$ cat src/design/occfg_regs.vh
// Operation
// - Divide ratio bits 11:8 come from bits 3:0 of the divide-high register.
// - Five-bit fine skew code gives up to 24 steps of 25 ps.
// - Fine skew codes above 23 add no further delay.
// - Coarse skew is flip-flop based, 17 steps of half a VCO period.
// - Coarse skew codes above 17 add no further delay.
// - Slip count is low byte plus high nibble; step is count VCO periods.
// - Repeated slipping repeats every slip event by the twelve-bit count.
// - Two-bit source select: divider, analog delay, paired channel, VCO clock.
// - A divide ratio of 1 passes the undivided VCO clock.
// - Bits 7:6 override idle level in pulse generator mode; 00 normal.
// - Slip without repeat moves phase one VCO period per explicit request.
// - Repeat enable defaults 0 for reference, 1 for device clock channels.
// - Divider supports even 2 to 4094 and odd 1, 3, 5 at 50 percent.
`ifndef OCCFG_REGS_VH
`define OCCFG_REGS_VH

// Register byte offsets
`define OCCFG_ADDR_FINE_SKEW     8'hcb
`define OCCFG_ADDR_COARSE_SKEW   8'hcc
`define OCCFG_ADDR_SLIP_LOW      8'hcd
`define OCCFG_ADDR_SLIP_HIGH     8'hce
`define OCCFG_ADDR_SOURCE_SEL    8'hcf
`define OCCFG_ADDR_IDLE_OVR      8'hd0
`define OCCFG_ADDR_DIV_HIGH      8'he8

// Field positions
`define OCCFG_SKEW_MSB           4
`define OCCFG_NIBBLE_MSB         3
`define OCCFG_SRC_MSB            1
`define OCCFG_IDLE_MSB           7
`define OCCFG_IDLE_LSB           6

// Reset values
`define OCCFG_RST_BYTE           8'h00

// Field codes and limits
`define OCCFG_FINE_MAX           5'h17
`define OCCFG_COARSE_MAX         5'h11
`define OCCFG_SRC_DIVIDER        2'h0
`define OCCFG_SRC_ANALOG         2'h1
`define OCCFG_SRC_PAIR           2'h2
`define OCCFG_SRC_VCO            2'h3
`define OCCFG_IDLE_NORMAL        2'h0
`define OCCFG_IDLE_LOGIC0        2'h2

// Timing: one MCLK cycle models half a VCO period
`define OCCFG_HALF_PER_VCO       2'h2

`endif

$ cat src/design/occfg_channel.v
`timescale 1ns/1ps
`default_nettype none
`include "occfg_regs.vh"
module occfg_channel #(
  parameter RATIO_W      = 12,
  parameter SLIP_W       = 12,
  parameter COARSE_TAPS  = 17,
  parameter IS_DEV_CLOCK = 1
) (
  input  wire       MCLK,            // Half-VCO-period clock
  input  wire       RST_B,           // Synchronous reset, low
  input  wire [7:0] REG_ADDR,        // Register byte address
  input  wire [7:0] REG_WDATA,       // Write data
  input  wire       REG_WE,          // Write strobe, one cycle
  input  wire       REG_RE,          // Read strobe, one cycle
  output reg  [7:0] REG_RDATA,       // Read data, next cycle
  output reg        REG_RVALID,      // Read data valid pulse
  input  wire [7:0] DIV_RATIO_LOW,   // Low divider byte, held elsewhere
  input  wire       SLIP_ENABLE,     // Channel takes slip events
  input  wire       MULTISLIP_WE,    // Load MULTISLIP_VALUE
  input  wire       MULTISLIP_VALUE, // Repeat-slip enable value
  input  wire       PULSE_GEN_MODE,  // Channel in pulse generator mode
  input  wire       PULSE_IDLE,      // Pulse generator between bursts
  input  wire       SERIAL_SLIP,     // Serial port slip pulse
  input  wire       GENERAL_PURPOSE_INPUT, // Slip pin, async
  input  wire       SYNC_EVENT,      // Phase alignment event pulse
  input  wire       PULSE_GEN_REQ,   // Pulse generator request pulse
  input  wire       ANALOG_DELAY_IN, // Return from analog delay, async
  input  wire       PAIR_CHANNEL_IN, // Paired channel output
  output reg  [4:0] FINE_SKEW_STEPS, // Effective fine steps of 25 ps
  output reg        CLK_OUT,         // Channel output clock
  output reg        SLIP_BUSY,       // Slip sequence running
  output reg        MULTISLIP_ON     // Repeat-slip enable state
);

  reg  [4:0]  fine_q;
  reg  [4:0]  coarse_q;
  reg  [7:0]  slip_low_q;
  reg  [3:0]  slip_high_q;
  reg  [1:0]  src_q;
  reg  [1:0]  idle_q;
  reg  [3:0]  div_high_q;
  reg         multi_q;
  reg  [1:0]  gpi_sync_q;
  reg         gpi_prev_q;
  reg  [1:0]  ana_sync_q;
  reg         vco_q;
  reg  [COARSE_TAPS:0] line_q;
  reg  [4:0]  coarse_eff;
  reg         sel_d;
  reg  [7:0]  rdata_d;
  wire        div_out;
  wire        div_busy;
  wire        gpi_rise;
  wire        slip_one;
  wire        slip_multi;
  wire [RATIO_W-1:0] ratio;
  wire [SLIP_W-1:0]  slip_count;

  // Twelve-bit divide ratio: high nibble above the low byte
  assign ratio = {div_high_q, DIV_RATIO_LOW};
  assign slip_count = {slip_high_q, slip_low_q};

  // Pin slip edge, looked at only after both sync stages
  assign gpi_rise = gpi_sync_q[1] & ~gpi_prev_q;

  // Explicit requests slip once; with repeat on all sources repeat
  assign slip_one   = SLIP_ENABLE & ~multi_q & (SERIAL_SLIP | gpi_rise);
  assign slip_multi = SLIP_ENABLE & multi_q &
                      (SERIAL_SLIP | gpi_rise | SYNC_EVENT | PULSE_GEN_REQ);

  occfg_divider #(
    .RATIO_W    (RATIO_W),
    .SLIP_W     (SLIP_W)
  ) u_div (
    .mclk       (MCLK),
    .rst_b      (RST_B),
    .ratio      (ratio),
    .slip_count (slip_count),
    .slip_one   (slip_one),
    .slip_multi (slip_multi),
    .div_out_q  (div_out),
    .busy_q     (div_busy)
  );

  // Register writes; reserved bits are not stored
  always @(posedge MCLK)
  begin
    if (!RST_B)
    begin
      fine_q      <= 5'h00;
      coarse_q    <= 5'h00;
      slip_low_q  <= `OCCFG_RST_BYTE;
      slip_high_q <= 4'h0;
      src_q       <= `OCCFG_SRC_DIVIDER;
      idle_q      <= `OCCFG_IDLE_NORMAL;
      div_high_q  <= 4'h0;
    end
    else if (REG_WE)
    begin
      case (REG_ADDR)
        `OCCFG_ADDR_FINE_SKEW:   fine_q      <= REG_WDATA[`OCCFG_SKEW_MSB:0];
        `OCCFG_ADDR_COARSE_SKEW: coarse_q    <= REG_WDATA[`OCCFG_SKEW_MSB:0];
        `OCCFG_ADDR_SLIP_LOW:    slip_low_q  <= REG_WDATA;
        `OCCFG_ADDR_SLIP_HIGH:   slip_high_q <= REG_WDATA[`OCCFG_NIBBLE_MSB:0];
        `OCCFG_ADDR_SOURCE_SEL:  src_q       <= REG_WDATA[`OCCFG_SRC_MSB:0];
        `OCCFG_ADDR_IDLE_OVR:    idle_q      <= REG_WDATA[`OCCFG_IDLE_MSB:`OCCFG_IDLE_LSB];
        `OCCFG_ADDR_DIV_HIGH:    div_high_q  <= REG_WDATA[`OCCFG_NIBBLE_MSB:0];
        default:                 fine_q      <= fine_q;
      endcase
    end
  end

  // Read mux; unmapped addresses and reserved bits read zero
  always @*
  begin
    rdata_d = 8'h00;
    case (REG_ADDR)
      `OCCFG_ADDR_FINE_SKEW:   rdata_d = {3'h0, fine_q};
      `OCCFG_ADDR_COARSE_SKEW: rdata_d = {3'h0, coarse_q};
      `OCCFG_ADDR_SLIP_LOW:    rdata_d = slip_low_q;
      `OCCFG_ADDR_SLIP_HIGH:   rdata_d = {4'h0, slip_high_q};
      `OCCFG_ADDR_SOURCE_SEL:  rdata_d = {6'h00, src_q};
      `OCCFG_ADDR_IDLE_OVR:    rdata_d = {idle_q, 6'h00};
      `OCCFG_ADDR_DIV_HIGH:    rdata_d = {4'h0, div_high_q};
      default:                 rdata_d = 8'h00;
    endcase
  end

  // Coarse tap clamped; codes past the last step act as the last step
  always @*
  begin
    coarse_eff = coarse_q;
    if (coarse_q > `OCCFG_COARSE_MAX)
      coarse_eff = `OCCFG_COARSE_MAX;
  end

  // Output source mux with idle-level override
  always @*
  begin
    sel_d = 1'b0;
    case (src_q)
      `OCCFG_SRC_DIVIDER: sel_d = line_q[coarse_eff];
      `OCCFG_SRC_ANALOG:  sel_d = ana_sync_q[1];
      `OCCFG_SRC_PAIR:    sel_d = PAIR_CHANNEL_IN;
      `OCCFG_SRC_VCO:     sel_d = vco_q;
      default:            sel_d = 1'b0;
    endcase
    // Reserved override codes fall back to normal output
    if (PULSE_GEN_MODE && PULSE_IDLE && idle_q == `OCCFG_IDLE_LOGIC0)
      sel_d = 1'b0;
  end

  // Repeat-slip enable: reset default depends on channel flavour
  always @(posedge MCLK)
  begin
    if (!RST_B)
      multi_q <= (IS_DEV_CLOCK != 0);
    else if (MULTISLIP_WE)
      multi_q <= MULTISLIP_VALUE;
  end

  // Synchronisers, delay line, fundamental and output flops
  always @(posedge MCLK)
  begin
    if (!RST_B)
    begin
      gpi_sync_q      <= 2'h0;
      gpi_prev_q      <= 1'b0;
      ana_sync_q      <= 2'h0;
      vco_q           <= 1'b0;
      line_q          <= {(COARSE_TAPS+1){1'b0}};
      FINE_SKEW_STEPS <= 5'h00;
      CLK_OUT         <= 1'b0;
      SLIP_BUSY       <= 1'b0;
      MULTISLIP_ON    <= 1'b0;
      REG_RDATA       <= 8'h00;
      REG_RVALID      <= 1'b0;
    end
    else
    begin
      gpi_sync_q <= {gpi_sync_q[0], GENERAL_PURPOSE_INPUT};
      gpi_prev_q <= gpi_sync_q[1];
      ana_sync_q <= {ana_sync_q[0], ANALOG_DELAY_IN};
      // Toggling each half period models the undivided VCO clock
      vco_q      <= ~vco_q;
      // One tap per half VCO period; no extra noise, costs flops
      line_q     <= {line_q[COARSE_TAPS-1:0], div_out};
      // Excess fine codes hold at the last of 24 steps
      FINE_SKEW_STEPS <= (fine_q > `OCCFG_FINE_MAX) ? `OCCFG_FINE_MAX : fine_q;
      CLK_OUT      <= sel_d;
      SLIP_BUSY    <= div_busy;
      MULTISLIP_ON <= multi_q;
      REG_RDATA    <= REG_RE ? rdata_d : 8'h00;
      REG_RVALID   <= REG_RE;
    end
  end

endmodule
`default_nettype wire

$ cat src/design/occfg_divider.v
`timescale 1ns/1ps
`default_nettype none
`include "occfg_regs.vh"
module occfg_divider #(
  parameter RATIO_W = 12,
  parameter SLIP_W  = 12
) (
  input  wire               mclk,       // Half-VCO-period clock
  input  wire               rst_b,      // Synchronous reset, low
  input  wire [RATIO_W-1:0] ratio,      // Divide ratio
  input  wire [SLIP_W-1:0]  slip_count, // Repeat count
  input  wire               slip_one,   // Single slip request
  input  wire               slip_multi, // Repeated slip request
  output reg                div_out_q,  // Divided clock
  output reg                busy_q      // Slip in progress
);

  reg [RATIO_W-1:0] cnt_q;
  reg [RATIO_W-1:0] cnt_d;
  reg [SLIP_W:0]    hold_q;
  reg [SLIP_W:0]    hold_d;
  wire [RATIO_W-1:0] ratio_eff;

  // Ratio 0 is unsupported; treat like 1 so the output keeps running
  assign ratio_eff = (ratio == {RATIO_W{1'b0}}) ? {{(RATIO_W-1){1'b0}}, 1'b1} : ratio;

  // Slip hold: each VCO period of slip freezes the divider two half periods
  always @*
  begin
    hold_d = hold_q;
    if (hold_q != {(SLIP_W+1){1'b0}})
      hold_d = hold_q - {{SLIP_W{1'b0}}, 1'b1};
    else if (slip_multi)
      hold_d = {slip_count, 1'b0};
    else if (slip_one)
      hold_d = {{(SLIP_W-1){1'b0}}, `OCCFG_HALF_PER_VCO};
  end

  // Toggle every ratio half periods gives exact 50 percent duty, odd or even
  always @*
  begin
    cnt_d = cnt_q;
    if (hold_q == {(SLIP_W+1){1'b0}})
    begin
      if (cnt_q >= ratio_eff - {{(RATIO_W-1){1'b0}}, 1'b1})
        cnt_d = {RATIO_W{1'b0}};
      else
        cnt_d = cnt_q + {{(RATIO_W-1){1'b0}}, 1'b1};
    end
  end

  // State registers
  always @(posedge mclk)
  begin
    if (!rst_b)
    begin
      cnt_q     <= {RATIO_W{1'b0}};
      hold_q    <= {(SLIP_W+1){1'b0}};
      div_out_q <= 1'b0;
      busy_q    <= 1'b0;
    end
    else
    begin
      cnt_q  <= cnt_d;
      hold_q <= hold_d;
      busy_q <= (hold_d != {(SLIP_W+1){1'b0}});
      if (hold_q == {(SLIP_W+1){1'b0}} &&
          cnt_q >= ratio_eff - {{(RATIO_W-1){1'b0}}, 1'b1})
        div_out_q <= ~div_out_q;
    end
  end

endmodule
`default_nettype wire

$ cat config.mk
export PLATFORM = sky130hd
export DESIGN_NAME = occfg_channel
export DESIGN_NICKNAME = d
export VERILOG_FILES = /design/src/design/occfg_channel.v /design/src/design/occfg_divider.v
export VERILOG_INCLUDE_DIRS = /design/src /design/src/design
export SDC_FILE = /design/constraint.sdc
export NUM_CORES = 1
export LEC_CHECK = 0
export BUFFER_PORTS_ARGS = -buffer_cell sky130_fd_sc_hd__buf_2
export CAP_MARGIN = 20
export CELL_PAD_IN_SITES_DETAIL_PLACEMENT = 0
export CELL_PAD_IN_SITES_GLOBAL_PLACEMENT = 2
export CORE_ASPECT_RATIO = 0.5
export CORE_UTILIZATION = 30
export CTS_BUF_LIST = sky130_fd_sc_hd__clkbuf_4 sky130_fd_sc_hd__clkbuf_8
export DETAILED_ROUTE_END_ITERATION = 7
export HOLD_SLACK_MARGIN = 0.08
export MAX_ROUTING_LAYER = met4
export PLACE_DENSITY = 0.69
export SLEW_MARGIN = 20
export SYNTH_ARGS = -nofsm -noshare
export SYNTH_HDL_FRONTEND = slang
export SYNTH_SLANG_ARGS = --single-unit
$ cat constraint.sdc
create_clock -name MCLK -period 3 [get_ports MCLK]
set_input_delay 0.15 -clock MCLK [delete_from_list [all_inputs] [get_ports MCLK]]
set_output_delay 0.15 -clock MCLK [all_outputs]
set_load 0.1 [all_outputs]
==> results of run 1 <==
-- power by group through the flow --
stage	registers [W]	logic, W	clock network (W)
4_1_cts	0.00146	0.000904	0.000896
3_3_place_gp	0.00149	0.000892	0
6_report	0.00146	0.000898	0.000853
5_1_grt	0.00147	0.00101	0.000946
3_5_place_dp	0.00149	0.000888	0
2_1_floorplan	0.00150	0.000615	0
-- through the flow --
step	hold WS (ns)	setup WS [ns]	total power, W
6_report	0.1068	0.2749	0.003211
5_1_grt	0.08879	0.004508	0.003421
3_5_place_dp	0.3618	0.007814	0.002375
3_3_place_gp	0.3605	0.05752	0.002382
2_1_floorplan	0.2773	0.05228	0.002113
4_1_cts	0.08391	0.2321	0.003258
-- registers in the layout, indices dropped and copies added, names as in the netlist, 4 cells and up --
name	flops
u_div.hold_q	13
div_high_q	4
coarse_q	5
REG_RDATA	8
FINE_SKEW_STEPS	5
u_div.cnt_q	12
line_q	18
fine_q	5
slip_high_q	4
slip_low_q	8
-- worst reg2reg max path, stage by stage (launching register included) --
cell and delay (ns):
dfxtp_1 0.37, inv_1 0.07, ha_1 0.20, nor3b_1 0.14, buf_4 0.15, and4b_2 0.25
buf_4 0.17, and2_1 0.18, a21oi_1 0.23, nand4_1 0.14, a311o_1 0.30, o41a_1 0.43
-- per-layer routing --
metal	vias up	GRT usage, %
li1	1959	-
met4	0	3.828
met1	1792	22.47
met2	47	26.69
met5	-	-
met3	4	4.036
-- cell usage in the layout, fill, tap and decap left out, types with 13 or more instances in the layout --
cell and n:
a21oi_1 46, nand2_1 66, buf_2 55, dfxtp_1 98, buf_4 22, xnor2_1 13, and2_1 29, nor2_1 50
nand3_1 30, ha_1 15
-- worst max path at each step --
stage	depth (start not counted)	startpoint	endpoint	slack (ns)
after detailed placement	16	DIV_RATIO_LOW[5]	u_div.cnt_q[0]	0.008
final	11	u_div.hold_q[1]	u_div.busy_q	0.27
after global placement	15	DIV_RATIO_LOW[5]	u_div.cnt_q[3]	0.06
after CTS	14	div_high_q[0]	u_div.cnt_q[4]	0.23
after global routing	14	div_high_q[2]	u_div.cnt_q[5]	0.005
after floorplan	13	DIV_RATIO_LOW[5]	u_div.cnt_q[10]	0.05
-- repair_timing --
item                                    4_1_cts  5_1_grt
hold buffers                                 11        0
endpoints found under the setup margin        0       12
resized for setup                             0        3
endpoints found under the hold margin        13        0
-- cell families after synthesis --
kind of cell             Yosys count  share of synthesized area [%]
flip-flops                        99                          44.52
AO/OA/AOI/OAI                     95                          13.21
buffers and inverters             32                          2.754
XOR/XNOR                          24                          4.722
adder cells (fa/ha/maj)           15                          4.216
AND/OR/NAND/NOR                  230                          25.35
multiplexers                      17                          5.228
-- final cells by class --
class                           instances  area [um^2]
Multi-Input combinational cell        381         2365
Clock inverter                          7        67.56
Fill cell                            1568         9089
Tap cell                              198        247.7
Timing Repair Buffer                   88        550.5
Sequential cell                        99         1983
Clock buffer                            9        123.9
Inverter                               11        41.29
==> impl_metrics.csv, run 1 <==
group,metric,value,unit
worst_setup_path,start_kind,"flop",
sta,maxSlewViolCount,0,
placed_design,place_inst,766,
worst_setup_path,crit_family,"compound AO/OA/AOI/OAI gates",
placed_design,hpwl,8911,um
floorplanning,die_h,88.14,um
pwr,p_int,0.002111,W
sta,min_period,2.725,ns
pwr,power_density,596.9,mW/mm^2
cts,clk_pin_slew,0.11,ns
floorplanning,core_area,0.01447,mm^2
finish,final_util,37.18,%
global_routing,antenna_found_initial,0,
pwr,p_sw_share,34.26,%
cts,cts_buffers,9,
floorplanning,initial_core_util,30.77,%
cts,clockBufferDepth,2,
pwr,clockPowerShare,26.6,%
pwr,p_sw,0.001100,W
worst_setup_path,crit_type,"flop to flop",
worst_setup_path,cp-end-kind,"flop",
yosys,synth_edf_count,0,
worst_setup_path,crit_top_cell,"buf_4",
worst_setup_path,critPathRequiredTime,3.28,ns
global_routing,grt_max_degree,45,
pwr,peakVddDrop,306.8,uV
detailed_routing,wl_met3,383,um
yosys,syn-num-nets,566,
cts,clk_root_buffer_cell,"clkbuf_8",
sta,fin_crit_sh,90.84,%
floorplanning,die-area,0.01536,mm^2
sta,finClkSkew,0.01448,ns
yosys,synth_most_common_cell,"dfxtp_1",
yosys,yosys.area.top_type,"dfxtp_1",
yosys,ys_top_cells_by_count,"dfxtp_1, nand2_1, nor2_1, a21oi_1, nand3_1",
yosys,ys_async_sr_fraction,0,%
flow_run,drv_cap,0,
detailed_routing,routed-wl-met2,5422,um
global_routing,grt_use_total,17.11,%
worst_setup_path,r2r-end,"u_div.busy_q",
global_routing,globalRouteOverflowTotal,0,
placed_design,port_buffers,55,
cts,cts_setup_buffers,0,
min_path,hold_end,"slip_low_q[0]",
global_routing,grt_pass1_vias,3641,
status,failed_checks,"design-rule violations",
sta,worst_pin_slew,0.8707,ns
cts,cts.sinks,99,
detailed_routing,dr_total_vias,3802,
finish,nets,644,
detailed_routing,drtPass1Iterations,6,
yosys,yosysTopAreaCellShare,44.52,%
detailed_routing,drt_iter0_drc,162,
detailed_routing,via_per_inst,4.794,
sta,rsz0062_at_grt,"false",
min_path,holdCritPathClass,"input pin to flop",
yosys,synth.area.top_cells,"dfxtp_1, nand2_1, a21oi_1, ha_1, nor2_1",
yosys,ys_ff_latch,99,
worst_setup_path,r2r_start,"u_div.hold_q[1]",
finish,final_area,0.005379,mm^2
sta,finalSetupViolCount,0,
floorplanning,fp.dieW,174.3,um
finish,final_layout_size_suffix_gt1_share,18.32,%
sta,max_slew_margin,41.20,%
floorplanning,boundaryPins,56,
worst_setup_path,critPathArrivalTime,3.00,ns
yosys,yosysWarnings,0,
global_routing,grt_pass1_wl,19400,um
worst_setup_path,critPathSlowestCell,"o41a_1",
yosys,ys_seq_area_share,44.52,%
status,status,"finished with violations",
sta,setup_tns,0,ns
worst_setup_path,max_stage_delay,0.43,ns
pwr,comb_power_share,28.0,%
worst_setup_path,rrSetupSlack,0.27,ns
cts,htree_levels,3,
cts,cts_tree,"yes",
yosys,synth_ff_type,"dfxtp_1",
detailed_routing,wl,11990,um
worst_setup_path,crit_fanout,6,
detailed_routing,drcViolationCount,2,
worst_setup_path,reg2reg_depth,11,
detailed_routing,wl_met1,6126,um
yosys,synth.avg_cell_area,8.695,um^2
min_path,hold_start,"REG_WDATA[0]",
pwr,p_leak,2.075,nW
detailed_routing,top_layer,"met4",
worst_setup_path,path_buf_inv,3,
cts,clk-insertion-delay-late,0.38,ns
min_path,whs_path_depth,3,
detailed_routing,wl_per_cell,15.11,um
floorplanning,rows,31,
sta,hold_viol,0,
pwr,p_seq_share,45.5,%
placed_design,placed_cell_area,0.005064,mm^2
yosys,ys_types,50,
finish,n_antenna_cell,0,
worst_setup_path,crit_path_cell_trace,"inv_1 -> ha_1 -> nor3b_1 -> buf_4 -> and4b_2 -> buf_4 -> and2_1 -> a21oi_1 -> nand4_1 -> a311o_1 -> o41a_1",
yosys,syn_inst,512,
detailed_routing,ant_nets,0,
placed_design,gp_congestion,0.7675,
finish,fin_cells,793,
yosys,synth_area,0.004452,mm^2
finish,synthToLayoutAreaGrowth,20.83,%
sta,max_freq,0.3670,GHz
(Power assumes the default switching activity.)
==> inputs of run 2 (changes only) <==
CORE_UTILIZATION = 33   (was 30)
CTS_CLUSTER_DIAMETER = 60   (was not set)
PLACE_DENSITY = 0.75   (was 0.69)
==> run 2 against run 1 <==
Net effect:
- the flow still finishes with violations (design-rule violations)
- power increased by 1.6%
- final cell count shrank 4.3%
- global-route usage up 0.73 points
- clock skew fell by 0.0049 ns
- worst hold slack worse by 0.0088 ns
- sequential share of layout area increased by 0.40 points
- clock power increased by 9.4%
- first-iteration DRC count grew 85%
- flip-flop and latch count unchanged
- largest power group unchanged
==> impl_metrics.csv, run 2 (synthesized netlist as in run 1, its figures left out) <==
group,metric,value,unit
status,status,"finished with violations",
status,failed_checks,"design-rule violations",
global_routing,grt_pass1_wl,18950,um
sta,fin_crit_sh,92.41,%
flow_run,drv_cap,0,
worst_setup_path,critPathArrivalTime,3.03,ns
global_routing,grt_max_degree,38,
sta,finalSetupViolCount,0,
worst_setup_path,start_kind,"flop",
pwr,p_sw,0.001087,W
min_path,holdCritPathClass,"input pin to flop",
pwr,comb_power_share,26.4,%
cts,clockBufferDepth,2,
worst_setup_path,critPathSlowestCell,"nor3b_1",
finish,synthToLayoutAreaGrowth,19.45,%
sta,max_freq,0.3607,GHz
worst_setup_path,crit_fanout,5,
floorplanning,fp.dieW,166.3,um
cts,cts_tree,"yes",
floorplanning,die-area,0.01399,mm^2
worst_setup_path,max_stage_delay,0.48,ns
cts,htree_levels,3,
placed_design,place_inst,735,
worst_setup_path,crit_path_cell_trace,"inv_1 -> ha_1 -> nor3b_1 -> nand2_1 -> or3_1 -> xnor2_1 -> a311o_1 -> o41a_1",
worst_setup_path,crit_family,"simple AND/OR/NAND/NOR gates",
sta,finClkSkew,0.009620,ns
finish,final_common_cell,"dfxtp_1",
finish,fillerInstances,1334,
finish,ff_latch_area,0.001982,mm^2
sta,maxSlewViolCount,0,
detailed_routing,drtPass1Iterations,6,
sta,hold_viol,0,
global_routing,grt_use_total,17.84,%
finish,layout_common_cells,"dfxtp_1, nand2_1, buf_2",
floorplanning,core_area,0.01292,mm^2
detailed_routing,drcViolationCount,4,
worst_setup_path,path_buf_inv,1,
finish,largest_reg_flops,18,
finish,n_antenna_cell,0,
finish,top_register,"line_q",
placed_design,gp_congestion,0.8329,
finish,nets,638,
cts,clk-insertion-delay-late,0.37,ns
pwr,power_density,613.2,mW/mm^2
global_routing,antenna_found_initial,0,
cts,cts_buffers,9,
cts,clk_root_buffer_cell,"clkbuf_8",
detailed_routing,ant_nets,0,
worst_setup_path,rrSetupSlack,0.23,ns
finish,reg_top3,"line_q (18), u_div.hold_q (13), u_div.cnt_q (12)",
sta,rsz0062_at_grt,"false",
detailed_routing,dr_total_vias,3799,
floorplanning,initial_core_util,34.46,%
global_routing,grt_pass1_vias,3580,
pwr,clockPowerShare,28.6,%
worst_setup_path,crit_type,"flop to flop",
worst_setup_path,critPathRequiredTime,3.26,ns
finish,multiInputGateArea,0.002371,mm^2
finish,fin_cells,759,
worst_setup_path,cp-end-kind,"flop",
global_routing,globalRouteOverflowTotal,0,
finish,final_util,41.17,%
detailed_routing,via_per_inst,5.005,
sta,max_slew_margin,38.35,%
cts,cts.sinks,99,
pwr,peakVddDrop,311.4,uV
placed_design,port_buffers,55,
floorplanning,die_h,84.13,um
pwr,p_seq_share,45.0,%
pwr,p_sw_share,33.34,%
floorplanning,boundaryPins,56,
placed_design,hpwl,8700,um
detailed_routing,drt_iter0_drc,299,
finish,final_layout_size_suffix_gt1_share,18.00,%
detailed_routing,wl,11740,um
pwr,p_leak,2.054,nW
detailed_routing,wl_per_cell,15.46,um
cts,clk_pin_slew,0.11,ns
sta,worst_pin_slew,0.9128,ns
floorplanning,rows,29,
sta,whs,0.09800,ns
pwr,p_int,0.002174,W
sta,min_period,2.772,ns
run 2: per-stage QoR:
stage	area, um^2	setup WS, ns	setup TNS [ns]	total power, W
after floorplan	4452	0.05228	0	0.002113
after global placement	5006	0.08177	0	0.002360
after detailed placement	5006	-0.01586	-0.02611	0.002345
after CTS	5299	0.2214	0	0.003293
after global routing	5318	0.01500	0	0.003475
final	5318	0.2277	0	0.003261
run 2: power by group through the flow:
stage          Clock (W)  Combinational [W]  Sequential, W
5_1_grt          0.00102           0.000978        0.00148
6_report        0.000933           0.000860        0.00147
4_1_cts         0.000964           0.000863        0.00147
3_5_place_dp           0           0.000850        0.00150
2_1_floorplan          0           0.000615        0.00150
3_3_place_gp           0           0.000865        0.00150
run 2: layout make-up:
cell class	count	area share (%)
clock inverter	7	1.671
sequential	99	37.27
clock buffer	9	2.329
tap	170	4.000
multi-input combinational	381	44.59
timing repair buffer	82	9.365
inverter	11	0.7765
run 2: what timing repair did:
action,in CTS,in global routing
hold endpoints to repair,9,0
setup endpoints to repair,0,11
hold buffers,8,0
resized for setup,0,3
setup buffers,0,0
run 2: final timing paths:
| path | depth (start not counted) | endpoint | from |
|---|---|---|---|
| hold / removal | 3 | coarse_q[4] | REG_WDATA[4] |
| setup / recovery | 8 | u_div.busy_q | u_div.hold_q[0] |
| hold reg to reg | 1 | vco_q | vco_q |
| setup reg to reg | 8 | u_div.busy_q | u_div.hold_q[0] |
run 2: tightest hold or removal path, cell delays in order:
cell     delay (ns)
buf_2          0.14
nand3_1        0.08
a21oi_1        0.05
run 2: metal layers:
layer	wire [um]	global-route usage, %
met1	6114	24.89
met2	5203	26.97
met3	352	3.300
met4	65	3.535
met5	0	-
